===== src/verilog/ddli_map.svh =====
`ifndef DDLI_MAP_SVH
`define DDLI_MAP_SVH
// Byte-wide latch-select codes.
`define DDLI_SEL_A_LO 2'h0
`define DDLI_SEL_A_HI 2'h1
`define DDLI_SEL_B_LO 2'h2
`define DDLI_SEL_B_HI 2'h3
// Bus timing figures in ns; the write and update pulse widths are plain defaults.
`define DDLI_CLK_NS 20
`define DDLI_UPDATE_PW_NS 50
`define DDLI_WRITE_PW_NS 50
`define DDLI_SETUP_NS 20
// Reset values: every active-low strobe and select rests inactive, address and data at zero.
`define DDLI_RST_STEP 2'h0
`define DDLI_RST_CNT 4'h0
`define DDLI_RST_STROBE 1'b1
`define DDLI_RST_ADDR 1'b0
`define DDLI_RST_MSB 1'b0
`define DDLI_RST_DATA 11'h000
// Least times round up to whole clock cycles.
`define DDLI_CYC(ns) (((ns) + `DDLI_CLK_NS - 1) / `DDLI_CLK_NS)
`endif


===== src/verilog/ddli_pkg.sv =====
package ddli_pkg;
  typedef struct packed {
    logic [11:0] word;
    logic ch_a;
    logic ch_b;
  } ddli_req_s;
  typedef struct packed {
    logic device_select_n;
    logic channel_a_select_n;
    logic channel_b_select_n;
    logic write_strobe_n;
    logic dac_update_n;
    logic addr_hi_sel;
    logic addr_lo_sel;
    logic data_msb_pin;
    logic [10:0] data_bits_rest;
  } ddli_pins_s;
  typedef enum logic [2:0] {
    DDLI_IDLE, DDLI_SETUP, DDLI_STROBE, DDLI_HOLD, DDLI_NEXT, DDLI_UPDATE
  } ddli_state_e;
endpackage : ddli_pkg

===== src/verilog/ddli_host.sv =====
`timescale 1ns/1ns
`include "ddli_map.svh"
// Operation
// - Byte mode writes only with device select low.
// - Write needs strobe and select low together.
// - Byte lanes: low half word[7:0], high word[11:8].
// - Channel A select low only loads A.
// - Channel B select low only loads B.
// - Word mode sends twelve bits in one write.
// - Byte mode: update stays low one pulse width after the last write; word mode gives no update pulse.
module ddli_host import ddli_pkg::*; #(
  parameter bit BYTE_MODE = 1'b1
) (
  input wire logic clk_i,
  input wire logic sys_rst_i,
  input wire ddli_req_s req_i,
  input wire logic req_valid_i,
  output logic req_ready_o,
  output ddli_pins_s pins_o
);
  // A pulse never shrinks below one clock, even when a figure is set below the clock period.
  localparam int UPD_CYC = (`DDLI_CYC(`DDLI_UPDATE_PW_NS) < 1) ? 1 : `DDLI_CYC(`DDLI_UPDATE_PW_NS);
  localparam int WR_CYC = (`DDLI_CYC(`DDLI_WRITE_PW_NS) < 1) ? 1 : `DDLI_CYC(`DDLI_WRITE_PW_NS);
  localparam int SU_CYC = (`DDLI_CYC(`DDLI_SETUP_NS) < 1) ? 1 : `DDLI_CYC(`DDLI_SETUP_NS);
  localparam int CNT_MAX = 15;

  // Counts beyond the 4-bit counter would wrap and cut a pulse short, so such settings are refused.
  if (UPD_CYC > CNT_MAX) begin : g_upd_chk
    $error("ddli_host: update pulse count exceeds the counter.");
  end
  if (WR_CYC > CNT_MAX) begin : g_wr_chk
    $error("ddli_host: write pulse count exceeds the counter.");
  end
  if (SU_CYC > CNT_MAX) begin : g_su_chk
    $error("ddli_host: setup count exceeds the counter.");
  end

  // The counter holds the cycles left after the current one in the current timed phase.
  ddli_state_e state_reg;
  ddli_state_e state_next;
  ddli_req_s req_reg;
  logic [1:0] step_reg;
  logic [1:0] step_next;
  logic [3:0] cnt_reg;
  logic [3:0] cnt_next;
  ddli_pins_s pins_reg;
  ddli_pins_s pins_next;

  // Step order in byte mode: A lo, A hi, B lo, B hi, skipping unselected channels.
  wire logic step_wanted = step_reg[1] ? req_reg.ch_b : req_reg.ch_a;
  wire logic [1:0] sel_code = step_reg;
  wire logic [7:0] byte_lane = step_reg[0] ? {4'h0, req_reg.word[11:8]} : req_reg.word[7:0];
  wire logic [3:0] cnt_dec = cnt_reg - 4'h1;
  wire logic cnt_done = (cnt_reg == 4'h0);
  wire logic word_mode = !BYTE_MODE;
  wire logic last_step = (step_reg == `DDLI_SEL_B_HI);
  wire logic [1:0] step_inc = step_reg + 2'h1;
  wire logic [1:0] first_step = req_i.ch_a ? `DDLI_SEL_A_LO : `DDLI_SEL_B_LO;
  wire logic req_take = req_valid_i && req_ready_o;
  // Ready comes from the state register alone, so it never loops back through req_valid_i.
  assign req_ready_o = (state_reg == DDLI_IDLE);
  assign pins_o = pins_reg;

  // Byte mode walks NEXT, SETUP, STROBE and HOLD once per wanted half, then gives one UPDATE pulse.
  // Word mode goes from IDLE straight to SETUP, since one write carries the whole word.
  always_comb begin
    state_next = state_reg;
    step_next = step_reg;
    cnt_next = cnt_done ? 4'h0 : cnt_dec;
    pins_next = pins_reg;
    case (state_reg)
      DDLI_IDLE: begin
        // Every strobe and select stays high between transfers.
        pins_next.device_select_n = 1'b1;
        pins_next.channel_a_select_n = 1'b1;
        pins_next.channel_b_select_n = 1'b1;
        pins_next.write_strobe_n = 1'b1;
        pins_next.dac_update_n = 1'b1;
        if (req_valid_i) begin
          state_next = DDLI_NEXT;
          step_next = first_step;
          if (word_mode) begin
            // Data and channel selects go out now; the write strobe follows after the setup count.
            state_next = DDLI_SETUP;
            cnt_next = 4'(SU_CYC - 1);
            pins_next.data_msb_pin = req_i.word[11];
            pins_next.data_bits_rest = req_i.word[10:0];
            pins_next.channel_a_select_n = ~req_i.ch_a;
            pins_next.channel_b_select_n = ~req_i.ch_b;
          end
        end
      end

      DDLI_NEXT: begin
        // An unwanted B half costs one cycle and no bus activity; unwanted A halves are never visited.
        if (step_wanted) begin
          state_next = DDLI_SETUP;
          cnt_next = 4'(SU_CYC - 1);
          pins_next.addr_hi_sel = sel_code[1];
          pins_next.addr_lo_sel = sel_code[0];
          pins_next.data_bits_rest = {3'h0, byte_lane};
          pins_next.data_msb_pin = 1'b0;
          pins_next.device_select_n = 1'b0;
        end else if (last_step) begin
          state_next = DDLI_UPDATE;
          cnt_next = 4'(UPD_CYC - 1);
          pins_next.dac_update_n = 1'b0;
        end else begin
          step_next = step_inc;
        end
      end

      DDLI_SETUP: begin
        // Address and data settle for the setup count before the write strobe falls.
        if (cnt_done) begin
          state_next = DDLI_STROBE;
          cnt_next = 4'(WR_CYC - 1);
          pins_next.write_strobe_n = 1'b0;
        end
      end

      DDLI_STROBE: begin
        // In byte mode the chosen input latch stays transparent for the whole pulse.
        if (cnt_done) begin
          // Rising write edge latches the word in word mode.
          state_next = DDLI_HOLD;
          pins_next.write_strobe_n = 1'b1;
        end
      end

      DDLI_HOLD: begin
        // Selects drop one cycle after the write edge so address and data hold time is met.
        pins_next.device_select_n = 1'b1;
        pins_next.channel_a_select_n = 1'b1;
        pins_next.channel_b_select_n = 1'b1;
        if (word_mode) begin
          state_next = DDLI_IDLE;
        end else if (last_step) begin
          // The update pulse starts only after the write ends, so no overlap can occur.
          state_next = DDLI_UPDATE;
          cnt_next = 4'(UPD_CYC - 1);
          pins_next.dac_update_n = 1'b0;
        end else begin
          state_next = DDLI_NEXT;
          step_next = step_inc;
        end
      end

      DDLI_UPDATE: begin
        // Both DAC latches follow their input latches for the whole pulse.
        if (cnt_done) begin
          state_next = DDLI_IDLE;
          pins_next.dac_update_n = 1'b1;
        end
      end

      default: begin
        state_next = DDLI_IDLE;
      end
    endcase
  end

  // Each register keeps its reset value beside its update.
  always_ff @(posedge clk_i) begin
    if (sys_rst_i) begin
      state_reg <= DDLI_IDLE;
    end else begin
      state_reg <= state_next;
    end
  end

  always_ff @(posedge clk_i) begin
    if (sys_rst_i) begin
      step_reg <= `DDLI_RST_STEP;
    end else begin
      step_reg <= step_next;
    end
  end

  always_ff @(posedge clk_i) begin
    if (sys_rst_i) begin
      cnt_reg <= `DDLI_RST_CNT;
    end else begin
      cnt_reg <= cnt_next;
    end
  end

  // Copying the whole request at the take lets the caller change req_i while a transfer runs.
  always_ff @(posedge clk_i) begin
    if (sys_rst_i) begin
      req_reg <= '0;
    end else if (req_take) begin
      req_reg <= req_i;
    end
  end

  // The pins reset to the idle level, with every strobe and select inactive.
  always_ff @(posedge clk_i) begin
    if (sys_rst_i) begin
      pins_reg.device_select_n <= `DDLI_RST_STROBE;
      pins_reg.channel_a_select_n <= `DDLI_RST_STROBE;
      pins_reg.channel_b_select_n <= `DDLI_RST_STROBE;
      pins_reg.write_strobe_n <= `DDLI_RST_STROBE;
      pins_reg.dac_update_n <= `DDLI_RST_STROBE;
      pins_reg.addr_hi_sel <= `DDLI_RST_ADDR;
      pins_reg.addr_lo_sel <= `DDLI_RST_ADDR;
      pins_reg.data_msb_pin <= `DDLI_RST_MSB;
      pins_reg.data_bits_rest <= `DDLI_RST_DATA;
    end else begin
      pins_reg <= pins_next;
    end
  end
endmodule : ddli_host


===== config.mk =====
export PLATFORM = sky130hd
export DESIGN_NAME = ddli_host
export DESIGN_NICKNAME = d
export VERILOG_FILES = /design/src/verilog/ddli_pkg.sv /design/src/verilog/ddli_host.sv
export VERILOG_INCLUDE_DIRS = /design/src /design/src/verilog
export SDC_FILE = /design/constraint.sdc
export NUM_CORES = 1
export LEC_CHECK = 0
export BUFFER_PORTS_ARGS = -buffer_cell sky130_fd_sc_hd__buf_2
export CORE_ASPECT_RATIO = 2
export CORE_MARGIN = 1
export CORE_UTILIZATION = 30
export DETAILED_ROUTE_END_ITERATION = 16
export HOLD_SLACK_MARGIN = 0.1
export PLACE_DENSITY = 0.54
export SLEW_MARGIN = 25
export SYNTH_ARGS = -nofsm -noshare
export SYNTH_HDL_FRONTEND = slang
export SYNTH_SLANG_ARGS = --single-unit
export TNS_END_PERCENT = 10

===== constraint.sdc =====
create_clock -name clk_i -period 5.2 [get_ports clk_i]
set_clock_uncertainty 0.15 [all_clocks]
set_input_delay 0.52 -clock clk_i [delete_from_list [all_inputs] [get_ports clk_i]]
set_output_delay 0.52 -clock clk_i [all_outputs]
set_load 0.02 [all_outputs]

==> impl_metrics.env <==
export IMPL_synthTopCellsByCount="39 x nand2_1, 36 x dfxtp_1, 24 x a21oi_1, 11 x nor2_1"
export IMPL_finalMaxSlewViolations=0
export IMPL_post_cts_resized=0
export IMPL_yosys_area_top_type_share=0.418
export IMPL_crit_required_ns=5.26
export IMPL_fin_cells=292
export IMPL_grtUsageMet3=0.0214
export IMPL_overflow=0
export IMPL_syn_inst=207
export IMPL_drc=0
export IMPL_cts_tree="built"
export IMPL_hold_buffers=0
export IMPL_use_met2=0.267
export IMPL_synth_area_leaders="dfxtp_1 42%, nand2_1 8.5%, a21oi_1 7.0%"
export IMPL_dp_hpwl_um=2860
export IMPL_cap_viol_max_count=0
export IMPL_synth_main_ff_cell="dfxtp_1"
export IMPL_first_pass_iters=4
export IMPL_insertion_delay_ns=0.28
export IMPL_rsz0062_at_grt="false"
export IMPL_grt_pass1_vias=1430
export IMPL_grt_first_pass_wirelength_um=6420
export IMPL_postCtsSetupRepairBufs=0
export IMPL_dp_cells=284
export IMPL_cellPowerDensity_nw_per_um2=466
export IMPL_clk_path_buf_depth=2
export IMPL_numCtsBuffers=5
export IMPL_p_leak_nw=0.757
export IMPL_wl_per_cell_um=13.3
export IMPL_synth_edf_count=0
export IMPL_nets=249
export IMPL_postRouteAntennaNets=0
export IMPL_rows=38
export IMPL_setup_viol=0
export IMPL_worstReg2RegStart="state_reg[2]"
export IMPL_ys_warnings_count=0
export IMPL_cp_end_kind="register"
export IMPL_use_met1=0.131
export IMPL_htree_levels=2
export IMPL_syn_avg_cell_area_sq_um=8.34
export IMPL_power_mw=0.903
export IMPL_cp_arrival_ns=2.35
export IMPL_slew_limit_headroom=0.513
export IMPL_crit_path_max_fanout=14
export IMPL_synth_top_family_by_area="simple AND/OR/NAND/NOR gates"
export IMPL_synth_most_common_cell="nand2_1"
export IMPL_status="completed"
export IMPL_die_x_um=55.6
export IMPL_cts_num_sinks=36
export IMPL_busiest_layer="met2"
export IMPL_setup_tns_ns=0
export IMPL_num_io_pins=37
export IMPL_die_y_um=109
export IMPL_finalCriticalPeriod_ns=2.29
export IMPL_irDropWorstVdd_uv=249
export IMPL_fillers=581
export IMPL_largest_register_ffs=14
export IMPL_syn2layout_area_growth_pct=12.2
export IMPL_yosysUniqueCellTypes=46
export IMPL_rr_worst_depth=4
export IMPL_finalHoldViolations=0
export IMPL_synth_compound_area_share=0.183
export IMPL_grt_max_degree=35
export IMPL_synthAdderAreaFrac=0.00725
export IMPL_min_from="pins_o[12]"
export IMPL_vias=1483
export IMPL_async_flop_share=0
export IMPL_ys_ff_latch=36
export IMPL_via_per_inst=5.08
export IMPL_place_gp_congestion=0.840
export IMPL_final_util=0.354
export IMPL_die_area_sq_um=6080
export IMPL_ys_seq_area_frac=0.418
export IMPL_synth_xor_area_share=0.00508
export IMPL_drive_gt1_frac=0.203
export IMPL_gr_usage_all_layers=0.137
export IMPL_cp_start_kind="register"
export IMPL_clk_pin_slew_ns=0.07
export IMPL_tightest_slew_ns=0.730
export IMPL_antenna_found_initial=0
export IMPL_period_share=0.440
export IMPL_min_path_type="reg2reg"
export IMPL_port_buffer_count=30
export IMPL_synth_simple_area_share=0.275
export IMPL_synth_cell_area_sq_um=1730
export IMPL_diodes=0
export IMPL_yosysTopAreaCell="dfxtp_1"
export IMPL_min_path_cells=2
export IMPL_core_area_sq_um=5470
export IMPL_synthMuxAreaShare=0.0297
export IMPL_wirelength_um=3900
export IMPL_drtIter0Drc=6
export IMPL_reg2reg_slack_ns=2.91
export IMPL_r2r_end="pins_o[4]"
export IMPL_critPathKind="reg2reg"
export IMPL_start_util=0.316
export IMPL_root_buffer="clkbuf_8"
export IMPL_fmax_mhz=437
export IMPL_hold_end="pins_o[12]"
cell families after synthesis:
| family | Yosys count |
|---|---|
| fa+ha+maj | 1 |
| compound gates | 50 |
| buf+inv | 21 |
| simple gates | 91 |
| mux | 5 |
| flops | 36 |
| xor+xnor | 1 |
| other cells | 2 |
final cells by class:
type	instances	area, sq um	share of cell area
multi-input cells	154	885	0.457
inverters	4	15.0	0.00776
repair buffers	30	150	0.0776
flip-flops and latches	36	721	0.372
well taps	60	75.1	0.0388
clock buffers	8	90.1	0.0465
layout by cell type, fill, tap and decap left out, types with 3 or more instances in the layout:
cell type	instances
nor3b_1	3
o21ai_0	5
clkbuf_8	6
dfxtp_1	36
conb_1	6
buf_2	30
nand3b_1	4
nor3_1	8
a21oi_1	24
nor2_1	11
mux2i_1	4
a211oi_1	5
inv_1	4
or2_2	3
nand2_1	39
nand3_1	5
a221oi_1	3
metal layers:
| layer | vias to the layer above | routed length, um |
|---|---|---|
| li1 | 761 | - |
| met1 | 682 | 1500 |
| met4 | 0 | 114 |
| met3 | 10 | 85 |
| met5 | - | 0 |
| met2 | 30 | 2200 |
how the worst max path moves through the flow:
stage / start / to / slack (ns) / cells past startpoint
floorplan: state_reg[0] / req_reg[0] / 3.27 / 6
global placement: state_reg[2] / cnt_reg[0] / 3.03 / 4
detailed placement: state_reg[2] / cnt_reg[0] / 2.95 / 4
global route: state_reg[2] / pins_o[3] / 2.66 / 4
CTS: state_reg[2] / pins_o[4] / 2.92 / 4
finish: state_reg[2] / pins_o[4] / 2.91 / 4
power by group:
| group | total (mW) | internal (mW) | switching, mW | leakage, nW |
|---|---|---|---|---|
| Sequential | 0.381 | 0.321 | 0.0600 | 0.293 |
| Clock | 0.206 | 0.108 | 0.0979 | 0.0455 |
| Combinational | 0.316 | 0.131 | 0.185 | 0.418 |
metrics by stage:
stage,worst slack (ns),area [sq um],hold WS [ns]
final,2.91,1940,0.302
after global routing,2.66,1940,0.313
after CTS,2.92,1940,0.304
after detailed placement,2.95,1850,0.294
after global placement,3.03,1850,0.290
after floorplan,3.27,1740,0.286
critical path: stages (launching register included):
cell	delay [ns]
dfxtp_1	0.53
nor3b_2	0.53
and2_0	0.65
nand3b_1	0.19
a21oi_1	0.17
(Power assumes the default switching activity.)
